<file path="config.mk">
export PLATFORM = sky130hd
export DESIGN_NAME = frame_sync_input_selector
export DESIGN_NICKNAME = d
export VERILOG_FILES = /design/src/fsync_sel_pkg.sv /design/src/frame_sync_input_selector.sv
export SDC_FILE = /design/constraint.sdc
export NUM_CORES = 1
export LEC_CHECK = 0
export BUFFER_PORTS_ARGS = -buffer_cell sky130_fd_sc_hd__buf_2
export CORE_UTILIZATION = 55
export CTS_CLUSTER_DIAMETER = 120
export DETAILED_ROUTE_END_ITERATION = 7
export PLACE_DENSITY = 0.76
export SLEW_MARGIN = 5
export SYNTH_ARGS = -nofsm -noshare
export SYNTH_HDL_FRONTEND = slang
export SYNTH_SLANG_ARGS = --single-unit
</file>
<file path="constraint.sdc">
create_clock -name mclk -period 2.55 [get_ports mclk]
set_clock_uncertainty 0.2 [all_clocks]
set_input_delay 0.1275 -clock mclk [delete_from_list [all_inputs] [get_ports mclk]]
set_output_delay 0.1275 -clock mclk [all_outputs]
set_load 0.01 [all_outputs]
</file>
<file path="src/fsync_sel_pkg.sv">
// Shared constants for the frame-sync input selector.
// Assumes a single 40 MHz master clock and no software register bus.
`default_nettype none

package fsync_sel_pkg;

    // ********************************************************************
    // Source field decode
    // ********************************************************************
    localparam logic [3:0] SRC_PAIR_MASK = 4'hc;
    localparam logic [3:0] SRC_PAIR_CODE = 4'hc;
    localparam logic [1:0] PAIR_AUTO = 2'h0;
    localparam logic [1:0] PAIR_FORCE_A = 2'h1;
    localparam logic [1:0] PAIR_FORCE_B = 2'h2;
    localparam logic [1:0] PAIR_FORCE_C = 2'h3;

    // ********************************************************************
    // Input clock numbers
    // ********************************************************************
    localparam logic [3:0] CLK_NONE = 4'h0;
    localparam logic [3:0] CLK_TWO = 4'h2;
    localparam logic [3:0] CLK_THREE = 4'h3;
    localparam logic [3:0] CLK_FOUR = 4'h4;
    localparam logic [3:0] CLK_FIVE = 4'h5;
    localparam logic [3:0] CLK_SIX = 4'h6;
    localparam logic [3:0] CLK_NINE = 4'h9;
    localparam logic [3:0] CLK_FIRST = 4'h1;
    localparam logic [3:0] CLK_LAST = 4'h9;
    localparam logic [3:0] CLK_LAST_LOW = 4'h4;

    // ********************************************************************
    // Encodings
    // ********************************************************************
    typedef enum logic [1:0] {
        PIN_A = 2'b00,
        PIN_B = 2'b01,
        PIN_C = 2'b10,
        PIN_NONE = 2'b11
    } pin_e;

    typedef enum logic [1:0] {
        RATE_NONE = 2'b00,
        RATE_2K = 2'b01,
        RATE_4K = 2'b10,
        RATE_8K = 2'b11
    } rate_e;

    typedef enum logic [3:0] {
        FREQ_8K = 4'h0,
        FREQ_19M44 = 4'h1,
        FREQ_2K = 4'h2,
        FREQ_4K = 4'h3,
        FREQ_1M544 = 4'h4,
        FREQ_2M048 = 4'h5,
        FREQ_6M48 = 4'h6,
        FREQ_38M88 = 4'h7,
        FREQ_NONE = 4'hf
    } freq_e;

    // ********************************************************************
    // Timing
    // ********************************************************************
    localparam int unsigned CLK_PERIOD_NS = 25;
    localparam int unsigned SYNC_8K_PERIOD_NS = 125000;
    localparam int unsigned SYNC_4K_PERIOD_NS = 250000;
    localparam int unsigned SYNC_2K_PERIOD_NS = 500000;
    localparam int unsigned TOL_SHIFT = 3;
    localparam int unsigned CNT_W = 16;

endpackage : fsync_sel_pkg

`default_nettype wire

</file>
<file path="src/frame_sync_input_selector.sv">
// Frame-sync input selector: pin routing, rate check, nominal defaults.
// Assumes pins and controls are synchronous to mclk.
`default_nettype none

// What this block does
// Outside pair scheme, pin a is the sync for the designated clock.
// Outside pair scheme, pins b and c are ignored.
// Pair scheme: pin a serves clock three or five.
// Pair scheme: pin b serves clock four or six.
// Pair scheme: pin c serves clock nine or two.
// Each sync pin accepts 2, 4 or 8 kHz.
// Clocks one to four reset to 8 kHz nominal.
// Clocks five, six, eight and nine reset to 19.44 MHz nominal.
// A 2 or 8 kHz sync may discipline the frame-sync outputs.
// Pair scheme when the top two source bits are both one.
module frame_sync_input_selector
    import fsync_sel_pkg::*;
#(
    parameter int unsigned PER_8K_CYCLES = SYNC_8K_PERIOD_NS / CLK_PERIOD_NS,
    parameter int unsigned PER_4K_CYCLES = SYNC_4K_PERIOD_NS / CLK_PERIOD_NS,
    parameter int unsigned PER_2K_CYCLES = SYNC_2K_PERIOD_NS / CLK_PERIOD_NS
)
(
    // Clock and reset.
    input wire logic mclk,
    input wire logic rst_n,
    // Frame-sync pins.
    input wire logic frame_sync_in_a,
    input wire logic frame_sync_in_b,
    input wire logic frame_sync_in_c,
    // Configuration.
    input wire logic [3:0] sync_source_select,
    input wire logic [1:0] sync_pair_select,
    input wire logic [3:0] selected_clock,
    // Nominal frequency table access.
    input wire logic freq_wr_en,
    input wire logic [3:0] freq_wr_index,
    input wire fsync_sel_pkg::freq_e freq_wr_code,
    input wire logic [3:0] freq_rd_index,
    // Results.
    output var logic ext_sync_r,
    output var logic ext_sync_edge_r,
    output var fsync_sel_pkg::pin_e sync_pin_r,
    output var logic [3:0] sync_assoc_clock_r,
    output var fsync_sel_pkg::rate_e sync_rate_r,
    output var logic discipline_en_r,
    output var fsync_sel_pkg::freq_e freq_rd_code_r
);
    import fsync_sel_pkg::*;

    // ********************************************************************
    // Rate windows
    // ********************************************************************
    localparam logic [CNT_W-1:0] LO_8K =
        CNT_W'(PER_8K_CYCLES - (PER_8K_CYCLES >> TOL_SHIFT));
    localparam logic [CNT_W-1:0] HI_8K =
        CNT_W'(PER_8K_CYCLES + (PER_8K_CYCLES >> TOL_SHIFT));
    localparam logic [CNT_W-1:0] LO_4K =
        CNT_W'(PER_4K_CYCLES - (PER_4K_CYCLES >> TOL_SHIFT));
    localparam logic [CNT_W-1:0] HI_4K =
        CNT_W'(PER_4K_CYCLES + (PER_4K_CYCLES >> TOL_SHIFT));
    localparam logic [CNT_W-1:0] LO_2K =
        CNT_W'(PER_2K_CYCLES - (PER_2K_CYCLES >> TOL_SHIFT));
    localparam logic [CNT_W-1:0] HI_2K =
        CNT_W'(PER_2K_CYCLES + (PER_2K_CYCLES >> TOL_SHIFT));
    // Slot seven has no input clock behind it.
    localparam logic [3:0] CLK_ABSENT = 4'h7;

    function automatic logic is_pair_mode(input logic [3:0] src);
        is_pair_mode = (src & SRC_PAIR_MASK) == SRC_PAIR_CODE;
    endfunction : is_pair_mode

    function automatic rate_e classify(input logic [CNT_W-1:0] per);
        if (per >= LO_8K && per <= HI_8K)
            classify = RATE_8K;
        else if (per >= LO_4K && per <= HI_4K)
            classify = RATE_4K;
        else if (per >= LO_2K && per <= HI_2K)
            classify = RATE_2K;
        else
            classify = RATE_NONE;
    endfunction : classify

    function automatic freq_e default_freq(input logic [3:0] idx);
        if (idx <= CLK_LAST_LOW)
            default_freq = FREQ_8K;
        else if (idx == CLK_ABSENT)
            default_freq = FREQ_NONE;
        else
            default_freq = FREQ_19M44;
    endfunction : default_freq

    logic [2:0] sync_q_r;
    pin_e pin_nxt;
    logic [3:0] assoc_nxt;
    logic sync_nxt;
    logic edge_w;
    logic pair_w;
    logic seen_r;
    logic [CNT_W-1:0] cnt_r;
    freq_e nominal_r [CLK_FIRST:CLK_LAST];

    // ********************************************************************
    // Pin routing
    // ********************************************************************

    // Pins are registered once so routing never sees a mid-cycle change.
    always_ff @(posedge mclk)
    begin
        if (!rst_n)
            sync_q_r <= 3'h0;
        else
            sync_q_r <= {frame_sync_in_c, frame_sync_in_b, frame_sync_in_a};
    end

    // Choose the pin and the clock it is tied to.
    always_comb
    begin
        pair_w = is_pair_mode(sync_source_select);
        pin_nxt = PIN_NONE;
        assoc_nxt = CLK_NONE;
        if (!pair_w)
        begin
            pin_nxt = PIN_A;
            assoc_nxt = sync_source_select;
        end
        else if (sync_pair_select == PAIR_AUTO)
        begin
            assoc_nxt = selected_clock;
            unique case (selected_clock)
                CLK_THREE, CLK_FIVE: pin_nxt = PIN_A;
                CLK_FOUR, CLK_SIX: pin_nxt = PIN_B;
                CLK_NINE, CLK_TWO: pin_nxt = PIN_C;
                default: assoc_nxt = CLK_NONE;
            endcase
        end
        else
        begin
            // A forced pin keeps the selected member, else its first one.
            unique case (sync_pair_select)
                PAIR_FORCE_A:
                begin
                    pin_nxt = PIN_A;
                    assoc_nxt = (selected_clock == CLK_FIVE) ?
                        CLK_FIVE : CLK_THREE;
                end
                PAIR_FORCE_B:
                begin
                    pin_nxt = PIN_B;
                    assoc_nxt = (selected_clock == CLK_SIX) ?
                        CLK_SIX : CLK_FOUR;
                end
                default:
                begin
                    pin_nxt = PIN_C;
                    assoc_nxt = (selected_clock == CLK_TWO) ?
                        CLK_TWO : CLK_NINE;
                end
            endcase
        end
        unique case (pin_nxt)
            PIN_A: sync_nxt = sync_q_r[0];
            PIN_B: sync_nxt = sync_q_r[1];
            PIN_C: sync_nxt = sync_q_r[2];
            PIN_NONE: sync_nxt = 1'b0;
        endcase
        // An edge only counts when the route did not just change.
        edge_w = sync_nxt & ~ext_sync_r & (pin_nxt == sync_pin_r);
    end

    // Registered routing outputs.
    always_ff @(posedge mclk)
    begin
        if (!rst_n)
        begin
            ext_sync_r <= 1'b0;
            ext_sync_edge_r <= 1'b0;
            sync_pin_r <= PIN_NONE;
            sync_assoc_clock_r <= CLK_NONE;
        end
        else
        begin
            ext_sync_r <= sync_nxt;
            ext_sync_edge_r <= edge_w;
            sync_pin_r <= pin_nxt;
            sync_assoc_clock_r <= assoc_nxt;
        end
    end

    // ********************************************************************
    // Rate measurement
    // ********************************************************************

    // Period between rising edges; a route change restarts the measure.
    always_ff @(posedge mclk)
    begin
        if (!rst_n || pin_nxt != sync_pin_r)
        begin
            cnt_r <= '0;
            seen_r <= 1'b0;
            sync_rate_r <= RATE_NONE;
        end
        else if (edge_w)
        begin
            cnt_r <= '0;
            seen_r <= 1'b1;
            if (seen_r)
                sync_rate_r <= classify(cnt_r);
        end
        else if (cnt_r >= HI_2K)
        begin
            // A silent pin is reported, not held at the last rate.
            seen_r <= 1'b0;
            sync_rate_r <= RATE_NONE;
        end
        else
            cnt_r <= cnt_r + CNT_W'(1);
    end

    // Only 2 kHz and 8 kHz may steer the frame-sync outputs.
    always_ff @(posedge mclk)
    begin
        if (!rst_n)
            discipline_en_r <= 1'b0;
        else
            discipline_en_r <= (sync_rate_r == RATE_2K) ||
                (sync_rate_r == RATE_8K);
    end

    // ********************************************************************
    // Nominal frequency table
    // ********************************************************************

    // Defaults return on every reset; slot seven has no input behind it.
    always_ff @(posedge mclk)
    begin
        if (!rst_n)
        begin
            for (int i = CLK_FIRST; i <= CLK_LAST; i++)
                nominal_r[i] <= default_freq(4'(i));
        end
        else if (freq_wr_en && freq_wr_index >= CLK_FIRST &&
            freq_wr_index <= CLK_LAST && freq_wr_index != CLK_ABSENT)
            nominal_r[freq_wr_index] <= freq_wr_code;
    end

    // Read port; out-of-range indexes read as no frequency.
    always_ff @(posedge mclk)
    begin
        if (!rst_n)
            freq_rd_code_r <= FREQ_NONE;
        else if (freq_rd_index >= CLK_FIRST && freq_rd_index <= CLK_LAST)
            freq_rd_code_r <= nominal_r[freq_rd_index];
        else
            freq_rd_code_r <= FREQ_NONE;
    end
endmodule : frame_sync_input_selector

`default_nettype wire

</file>
* After elaboration in Yosys (flattened, before gate mapping) *
Memories as Yosys holds them, arrays and structs flattened. A register that Yosys moved wholly into a read port is not among the register bits.
Index checks and enable logic that the tools add are counted.

cells by class
  $add $sub $neg = 1
  magnitude comparators = 11
  equal/unequal tests = 18
  multiplexer cells = 30
  bitwise operators = 3
  reduce and logical (&&, ||, !) cells = 22

operators with widths
  operator               count
  $mux 4                 9
  $ge 16x15->1 const B   2
  $add 16x1->16 const B  1
  $ge 16x13->1 const B   1
  $ge 16x14->1 const B   1
  $le 16x13->1 const B   1
  $le 16x14->1 const B   1
  $le 16x15->1 const B   1
  $mux 2                 8
  $eq 4x3->1 const B     3
  $eq 2x2->1 const B     5
  $eq 4x2->1 const B     2
  $ge 4x1->1 const B     2
  $le 4x4->1 const B     2
  $mux 1                 8
  $pmux 4 s2             1
  $reduce_or 2->1        4
  $logic_and 1x1->1      7
  $eq 2x1->1 const B     3
  $pmux 2 s3             1
  $reduce_or 6->1        1
  $eq 4x4->1 const B     1
  $logic_not 2->1        2
  $ne 4x3->1 const B     1
  other kinds (13)       17

word-level totals
  register bits = 31
  bits in writable memories = 36
  input port bits = 28
  output and inout port bits = 15
  logic and storage cells = 95
  memories = 1

memory list
  memory     words  bits a word  rd ports  clocked after Yosys merged registers in  write ports  RTL line                          text
  nominal_r  9      4            1         1                                        9            frame_sync_input_selector.sv:101  freq_e nominal_r [CLK_FIRST:CLK_LAST];

* Logic depth before layout (Yosys ltp) *
Gate-level depths: netlist of the first run.

  word-level depth = 11
  depth in mapped cells = 11
  gate-level depth less buffers = 9

* Worst setup path before layout of the first run *
Ideal clock, no wire load.

  kind = register to register
  from = register cnt_r[2]
  to = register sync_rate_r[1]
  library setup time = 0.074 ns
  arrival time = 1.814 ns
  data required time = 2.276 ns
  slack = 0.462 ns
  cell stages (with the launch flop) = 8
  buffers on the path = 1
  clock period less this slack = 2.088 ns
  path through = dfxtp_1 -> buf_6 -> or3_1 -> a222oi_1 -> a31oi_1 -> o31a_1 -> or3_1 -> a31oi_1

on the way
  word-level cells in the longest chain between the ends = 6
  elaborated cells on any way between the ends = 13
  classes of those cells = order compare (5); mux (4); reduce/logical (4)

ends and longest elaborated chain
  element                                              RTL line                          text
  start: declaration                                   frame_sync_input_selector.sv:100  logic [CNT_W-1:0] cnt_r;
  start signal: assignment                             frame_sync_input_selector.sv:217  cnt_r <= cnt_r + CNT_W'(1);
  $ge 16x14->1 / $le 16x14->1 (equally long branches)  frame_sync_input_selector.sv:76   else if (per >= LO_4K && per <= HI_4K)
  $logic_and 1x1->1                                    frame_sync_input_selector.sv:76
  $mux 2                                               frame_sync_input_selector.sv:76
  $mux 2                                               frame_sync_input_selector.sv:74   if (per >= LO_8K && per <= HI_8K)
  $mux 2                                               frame_sync_input_selector.sv:207  if (seen_r)
  $mux 2                                               frame_sync_input_selector.sv:203  else if (edge_w)
  end signal: assignment                               frame_sync_input_selector.sv:208  sync_rate_r <= classify(cnt_r);
  end: declaration                                     frame_sync_input_selector.sv:45   output var fsync_sel_pkg::rate_e sync_rate_r,

Parallel ways exist; a longest one is shown, timed or not. The select of a mux whose other input is x is not followed.
A chain may end at the register's enable or synchronous reset.

* Final worst setup path of the first run *
  from = register cnt_r[2]
  to = register sync_rate_r[0]

on the way
  word-level cells in the longest chain between the ends = 7
  elaborated cells on any way between the ends = 17
  classes of those cells = order compare (7); mux (5); reduce/logical (5)

ends and longest elaborated chain
  element                                              RTL line                          text
  $ge 16x15->1 / $le 16x15->1 (equally long branches)  frame_sync_input_selector.sv:78   else if (per >= LO_2K && per <= HI_2K)
  $logic_and 1x1->1                                    frame_sync_input_selector.sv:78
  $mux 1                                               frame_sync_input_selector.sv:78
  $mux 2                                               frame_sync_input_selector.sv:76
  $mux 2                                               frame_sync_input_selector.sv:74
  $mux 2                                               frame_sync_input_selector.sv:207
  $mux 2                                               frame_sync_input_selector.sv:203

Parallel ways exist; a longest one is shown, timed or not. The select of a mux whose other input is x is not followed.

==> flow_metrics.env, run 1 <==
export IMPL_status="finished, violations left"
export IMPL_failed_checks="design-rule violations"
export IMPL_layout_drive_gt1_share=0.173
export IMPL_dieHeight_um=84.9
export IMPL_layout_min_cycle_time_ns=2.28
export IMPL_ys_top_cells_by_count="sky130_fd_sc_hd__nor2_1, sky130_fd_sc_hd__edfxtp_1, sky130_fd_sc_hd__dfxtp_1, sky130_fd_sc_hd__and2_1, sky130_fd_sc_hd__nand2_1"
export IMPL_final_nets=463
export IMPL_synthDominantAreaCellType="sky130_fd_sc_hd__edfxtp_1"
export IMPL_netlist_instances=371
export IMPL_r2r_start="cnt_r[2]"
export IMPL_number_of_diodes_added_for_antenna_fixing=0
export IMPL_ir_drop_v=0.000376
export IMPL_drtPass1Iterations=8
export IMPL_cts_root_to_sink_buffers=2
export IMPL_initialDrtViolationCount=210
export IMPL_grt_start_max_net_pins=17
export IMPL_grt_pass1_vias=2809
export IMPL_timing_max_slew_rel_slack=0.577
export IMPL_worstPathBufferInverterCount=1
export IMPL_viasPerCell=5.82
export IMPL_via_count=2966
export IMPL_timing_critical_path_to_type="flop"
export IMPL_synth_edff_count=36
export IMPL_grt_remaining_overflow=0
export IMPL_synthesis_area_um2=3780
export IMPL_routabilityCongestion=0.904
export IMPL_cts_reportedPaths_clkPinSlew_ns=0.08
export IMPL_reg2reg_depth=7
export IMPL_multiInputGateArea_um2=1800
export IMPL_postSynth_asyncResetShare=0
export IMPL_routedWlPerCell_um=14.9
export IMPL_cts_tree="built"
export IMPL_core_region_area_um2=6490
export IMPL_ys_seq_area_frac=0.472
export IMPL_totalPowerFinal_w=0.00237
export IMPL_ant_nets=0
export IMPL_worst_hold_startpoint="freq_wr_index[3]"
export IMPL_yosys_area_top_type_share=0.286
export IMPL_global_route_usage_total=0.234
export IMPL_setup_violations_final=0
export IMPL_cp_slowest_stage_delay_ns=0.43
export IMPL_setup_repair_after_global_routing_missed_its_margin="false"
export IMPL_detail_route_wirelength_um=7590
export IMPL_finalHoldViolations=0
export IMPL_floorplan_initialDensity=0.582
export IMPL_critical_path_peak_fanout=10
export IMPL_cellPowerDensity_nw_per_um2=549
export IMPL_drc=3
export IMPL_root_buffer="sky130_fd_sc_hd__clkbuf_8"
export IMPL_clk_insertion_delay_late_ns=0.35
export IMPL_antenna_found_initial=0
export IMPL_buffer_ports_inserted=42
export IMPL_worst_ep_arrival_time_ns=2.35
export IMPL_cts_htree_levels=3
export IMPL_static_leakage_power_nw=1.68
export IMPL_ratio_of_final_minimum_period_to_clock_period=0.895
export IMPL_worst_setup_path_start="cnt_r[2]"
export IMPL_required_ns=2.62
export IMPL_critical_path_top_delay_cell="sky130_fd_sc_hd__or3_1"
export IMPL_postCtsSetupBuffers=0
export IMPL_grt_first_pass_wirelength_um=13000
export IMPL_maxSlewViolCount=0
export IMPL_cp_top_family="compound AO/OA/AOI/OAI gates"
export IMPL_avgSynthCellArea_um2=10.2
export IMPL_timing_setup_critical_path_class="reg -> reg"
export IMPL_min_delay_path_depth=3
export IMPL_critical_path_cell_count=7
export IMPL_tightest_slew_ns=0.628
export IMPL_area_growth_syn_to_layout_pct=14.3
export IMPL_cp_cell_sequence="or3_1, a221oi_2, buf_4, a41o_1, nand2_1, a211o_1, a31oi_1"
export IMPL_fmax_mhz=438
export IMPL_tritoncts_num_buffers=9
export IMPL_synth_yosys_warnings=0
export IMPL_cp_start_kind="flop"
export IMPL_setup_tns_final_ns=0
export IMPL_cap_violations=0
export IMPL_ff_latch_area_um2=1780
export IMPL_std_cell_rows=29
export IMPL_ys_ff_latch=71
export IMPL_ys_flop_type="sky130_fd_sc_hd__edfxtp_1"
export IMPL_worstHoldPathType="in -> reg"
export IMPL_ioPinCount=43
export IMPL_most_numerous_cell_in_the_yosys_netlist="sky130_fd_sc_hd__nor2_1"
export IMPL_synthTopCellsByArea="sky130_fd_sc_hd__edfxtp_1, sky130_fd_sc_hd__dfxtp_1, sky130_fd_sc_hd__and2_1"
export IMPL_filler_cell_count=519
export IMPL_cts_num_sinks=71
export IMPL_dpl_hpwl_um=5420
export IMPL_die_outline_area_um2=7210
export IMPL_synth_distinct_cells=65
export IMPL_dieWidth_um=84.9
-- placed cells by master, fill, tap and decap left out, types with 3 or more instances in the layout --
cell / count
sky130_fd_sc_hd__xor2_1: 14
sky130_fd_sc_hd__nor4_1: 5
sky130_fd_sc_hd__nand4_1: 4
sky130_fd_sc_hd__nand3b_1: 3
sky130_fd_sc_hd__buf_4: 4
sky130_fd_sc_hd__xnor2_1: 4
sky130_fd_sc_hd__nor2_1: 38
sky130_fd_sc_hd__and2_1: 34
sky130_fd_sc_hd__clkbuf_8: 9
sky130_fd_sc_hd__mux4_2: 4
sky130_fd_sc_hd__nor3_1: 9
sky130_fd_sc_hd__nand3_1: 7
sky130_fd_sc_hd__nand2b_1: 12
sky130_fd_sc_hd__and3_1: 4
sky130_fd_sc_hd__o21ai_0: 11
sky130_fd_sc_hd__or3_1: 7
sky130_fd_sc_hd__buf_2: 42
sky130_fd_sc_hd__edfxtp_1: 36
sky130_fd_sc_hd__a31oi_1: 10
sky130_fd_sc_hd__nand2_1: 27
sky130_fd_sc_hd__dfxtp_1: 35
sky130_fd_sc_hd__mux2i_1: 9
sky130_fd_sc_hd__inv_1: 13
sky130_fd_sc_hd__a21oi_1: 11
sky130_fd_sc_hd__dlygate4sd3_1: 16
sky130_fd_sc_hd__nand4b_1: 3
sky130_fd_sc_hd__conb_1: 4
sky130_fd_sc_hd__ha_1: 7
sky130_fd_sc_hd__o22ai_1: 5
-- worst register-to-register path: cells and delay by family, from the launching register on --
family / cells / cell delay (ns)
flip-flops: 1 / 0.40
AO/OA/AOI/OAI: 4 / 0.89
buffers and inverters: 1 / 0.23
AND/OR/NAND/NOR: 2 / 0.49
-- per-layer routing --
| layer | vias to the layer above | track usage | part of all wire |
|---|---|---|---|
| met1 | 1389 | 0.297 | 0.43 |
| met3 | 19 | 0.0438 | 0.063 |
| met5 | - | 0 | 0 |
| li1 | 1435 | - | - |
| met2 | 123 | 0.377 | 0.48 |
| met4 | 0 | 0.136 | 0.028 |
-- final timing paths --
| kind | end | slack (ns) |
|---|---|---|
| setup / recovery | sync_rate_r[0] | 0.27 |
| hold / removal | nominal_r[9][0] | 0.03 |
| setup reg to reg | sync_rate_r[0] | 0.27 |
| hold reg to reg | seen_r | 0.29 |
-- layout make-up --
cell class | instances | area share
timing repair buffer | 62 | 0.0927
clock inverter | 6 | 0.0142
multi-input combinational | 271 | 0.418
tap | 77 | 0.0223
inverter | 13 | 0.0113
sequential | 71 | 0.412
clock buffer | 10 | 0.0295
-- power breakdown --
part / internal, W / switching (W) / total [W]
logic: 0.000110 / 0.000136 / 0.000246
registers: 0.00125 / 0.0000190 / 0.00127
clock network: 0.000447 / 0.000412 / 0.000859
total: 0.00180 / 0.000567 / 0.00237
-- state kept, by name, indices dropped and copies added (netlist names) --
register,count
ext_sync_edge_r,1
freq_rd_code_r,4
sync_assoc_clock_r,4
sync_q_r,3
seen_r,1
cnt_r,16
ext_sync_r,1
discipline_en_r,1
sync_pin_r,2
sync_rate_r,2
nominal_r,36
-- what timing repair did --
action,4_1_cts,5_1_grt
endpoints found under the hold margin,40,0
resized for setup,0,0
hold buffers,16,0
-- cell families after synthesis --
logic type,Yosys count,synth area share
multiplexers,13,0.0477
XOR/XNOR,18,0.0417
other,1,0.000992
AO/OA/AOI/OAI,60,0.114
AND/OR/NAND/NOR,169,0.247
flip-flops,71,0.472
adder cells (fa/ha/maj),7,0.0232
buffers and inverters,32,0.0540
-- through the flow --
| step | setup WS (ns) | instances | instance area (µm²) | utilization | hold slack (ns) |
|---|---|---|---|---|---|
| 2_1_floorplan | 0.462 | 374 | 3790 | - | 0.0254 |
| 6_report | 0.268 | 510 | 4320 | 0.665 | 0.0294 |
| 3_5_place_dp | 0.0950 | 478 | 3970 | 0.611 | 0.138 |
| 5_1_grt | 0.107 | 510 | 4320 | 0.665 | 0.0432 |
| 4_1_cts | 0.298 | 510 | 4320 | 0.665 | 0.0145 |
| 3_3_place_gp | 0.221 | 478 | 3970 | 0.611 | 0.134 |
No activity file was read; power rests on OpenSTA's default activity.
==> inputs of run 2 (changes only) <==
--- a/config.mk
+++ b/config.mk
@@ -6,10 +6,10 @@
 export NUM_CORES = 1
 export LEC_CHECK = 0
 export BUFFER_PORTS_ARGS = -buffer_cell sky130_fd_sc_hd__buf_2
-export CORE_UTILIZATION = 55
+export CORE_UTILIZATION = 52
 export CTS_CLUSTER_DIAMETER = 120
 export DETAILED_ROUTE_END_ITERATION = 7
-export PLACE_DENSITY = 0.76
+export PLACE_DENSITY = 0.75
 export SLEW_MARGIN = 5
 export SYNTH_ARGS = -nofsm -noshare
 export SYNTH_HDL_FRONTEND = slang
==> constraint.sdc (replaced) <==
create_clock -name mclk -period 2 [get_ports mclk]
set_clock_uncertainty 0.2 [all_clocks]
set_input_delay 0.1 -clock mclk [delete_from_list [all_inputs] [get_ports mclk]]
set_output_delay 0.1 -clock mclk [all_outputs]
set_load 0.01 [all_outputs]
==> flow_metrics.env, run 2 (synthesis results as in run 1) <==
export IMPL_status="finished, violations left"
export IMPL_failed_checks="negative hold slack, negative setup slack"
export IMPL_worst_setup_path_start="cnt_r[4]"
export IMPL_filler_cell_count=514
export IMPL_area_growth_syn_to_layout_pct=32.4
export IMPL_hold_path_end="freq_rd_code_r[2]"
export IMPL_clk_insertion_delay_late_ns=0.35
export IMPL_ant_nets=0
export IMPL_die_outline_area_um2=7610
export IMPL_cap_violations=0
export IMPL_comb_power_share=0.115
export IMPL_floorplan_initialDensity=0.547
export IMPL_worstHoldPathType="in -> reg"
export IMPL_layout_drive_gt1_share=0.345
export IMPL_reg2reg_depth=7
export IMPL_dieHeight_um=87.2
export IMPL_static_leakage_power_nw=2.03
export IMPL_ratio_of_final_minimum_period_to_clock_period=1.06
export IMPL_mostFrequentLayoutCells="sky130_fd_sc_hd__buf_4, sky130_fd_sc_hd__buf_2, sky130_fd_sc_hd__nor2_1"
export IMPL_cp_start_kind="flop"
export IMPL_min_delay_path_depth=5
export IMPL_dpl_hpwl_um=6210
export IMPL_grt_start_max_net_pins=17
export IMPL_cts_tree="built"
export IMPL_critical_path_peak_fanout=5
export IMPL_cts_htree_levels=3
export IMPL_std_cell_rows=30
export IMPL_layout_cells_most_common="sky130_fd_sc_hd__buf_4"
export IMPL_max_flop_register="nominal_r"
export IMPL_number_of_diodes_added_for_antenna_fixing=0
export IMPL_setup_tns_final_ns=-0.705
export IMPL_layout_min_cycle_time_ns=2.12
export IMPL_power_frac_seq=0.495
export IMPL_global_route_usage_total=0.245
export IMPL_worst_r2r_endpoint="cnt_r[13]"
export IMPL_required_ns=2.04
export IMPL_holdWs_ns=-0.00488
export IMPL_timing_setup_critical_path_class="reg -> reg"
export IMPL_clock_power_share=0.390
export IMPL_initialDrtViolationCount=200
export IMPL_timing_critical_path_to_type="flop"
export IMPL_antenna_found_initial=0
export IMPL_drc=0
export IMPL_fmax_mhz=472
export IMPL_detail_route_wirelength_um=8970
export IMPL_worst_hold_startpoint="freq_rd_index[3]"
export IMPL_max_reg_flops=36
export IMPL_grt_pass1_vias=2990
export IMPL_dieWidth_um=87.2
export IMPL_final_instance_area_um2=5000
export IMPL_cts_reportedPaths_clkPinSlew_ns=0.07
export IMPL_maxSlewViolCount=0
export IMPL_viasPerCell=5.47
export IMPL_grt_remaining_overflow=0
export IMPL_root_buffer="sky130_fd_sc_hd__clkbuf_8"
export IMPL_r2r_start="cnt_r[4]"
export IMPL_ir_drop_v=0.000434
export IMPL_tritoncts_num_buffers=9
export IMPL_internal_power_w=0.00247
export IMPL_setup_repair_after_global_routing_missed_its_margin="true"
export IMPL_core_region_area_um2=6910
export IMPL_p_sw_frac=0.241
export IMPL_placement_setup_worst_slack_ns=-0.218
export IMPL_cts_root_to_sink_buffers=2
export IMPL_drtPass1Iterations=5
export IMPL_cellPowerDensity_nw_per_um2=651
export IMPL_finalHoldViolations=1
export IMPL_setup_violations_final=11
export IMPL_final_critical_path_setup_slack_ns=-0.119
export IMPL_routabilityCongestion=0.919
export IMPL_worst_ep_arrival_time_ns=2.16
export IMPL_routedWlPerCell_um=15.1
export IMPL_placed_cell_area_um2=4470
export IMPL_top_flop_regs="nominal_r (36), cnt_r (16)"
export IMPL_cts_num_sinks=71
export IMPL_final_nets=528
export IMPL_final_core_utilization=0.724
export IMPL_buffer_ports_inserted=42
export IMPL_ff_latch_area_um2=1800
export IMPL_via_count=3248
export IMPL_p_sw_w=0.000786
export IMPL_ff2ff_setup_slack_ns=-0.12
export IMPL_grt_first_pass_wirelength_um=14000
export IMPL_ioPinCount=43
export IMPL_multiInputGateArea_um2=1920
-- run 2: changes by cell type in the layout (fill, tap and decap cells not counted), sizes merged --
cell / change
buf: +66
bufinv: +1
clkbuf: -1
clkinvlp: -1
dlygate4sd3: -1
inv: +1
-- run 2: how the worst max path moves through the flow --
stage / end / cells after the start
4_1_cts: sync_rate_r[1] / 6
2_1_floorplan: sync_rate_r[1] / 7
3_5_place_dp: sync_rate_r[0] / 10
3_3_place_gp: sync_rate_r[0] / 10
5_1_grt: cnt_r[13] / 7
6_report: cnt_r[13] / 7
-- run 2: through the flow --
step,instances,power [W]
final,594,0.00326
after CTS,592,0.00327
after global routing,594,0.00338
after detailed placement,559,0.00199
after global placement,559,0.00197
after floorplan,374,0.00184
-- run 2: worst max-delay path, stage by stage (launching register included) --
cell	delay, ns
sky130_fd_sc_hd__dfxtp_4	0.36
sky130_fd_sc_hd__or3_4	0.41
sky130_fd_sc_hd__a221oi_4	0.32
sky130_fd_sc_hd__buf_4	0.17
sky130_fd_sc_hd__and4_4	0.26
sky130_fd_sc_hd__nand4_1	0.10
sky130_fd_sc_hd__xor2_1	0.15
sky130_fd_sc_hd__nor2_1	0.05
-- run 2: final cells by class --
type                            count  share of cell area
Clock buffer                        9              0.0248
Clock inverter                      7              0.0190
Inverter                           13             0.00975
Multi-Input combinational cell    271               0.384
Sequential cell                    71               0.360
Tap cell                           96              0.0240
Timing Repair Buffer              127               0.178
-- run 2: per-layer routing --
layer  track usage  routed length, µm  vias to the layer above
met5             0                  0                        -
met2         0.417               4470                      123
met3        0.0351                480                       17
li1              -                  -                     1567
met4         0.130                198                        0
met1         0.301               3820                     1541
-- run 2: power groups by stage --
stage | logic [W] | registers, W | clock network, W
finish | 0.000375 | 0.00161 | 0.00127
global route | 0.000406 | 0.00162 | 0.00136
CTS | 0.000370 | 0.00161 | 0.00129
detailed placement | 0.000340 | 0.00165 | 0
global placement | 0.000330 | 0.00164 | 0
floorplan | 0.000191 | 0.00165 | 0
-- run 2: what timing repair did --
action | 4_1_cts | 5_1_grt
endpoints found under the hold margin | 43 | 0
pin swaps | 7 | 17
hold buffers | 17 | 0
buffers inserted | 0 | 4
gates resized for setup | 16 | 20
setup endpoints to repair | 14 | 23
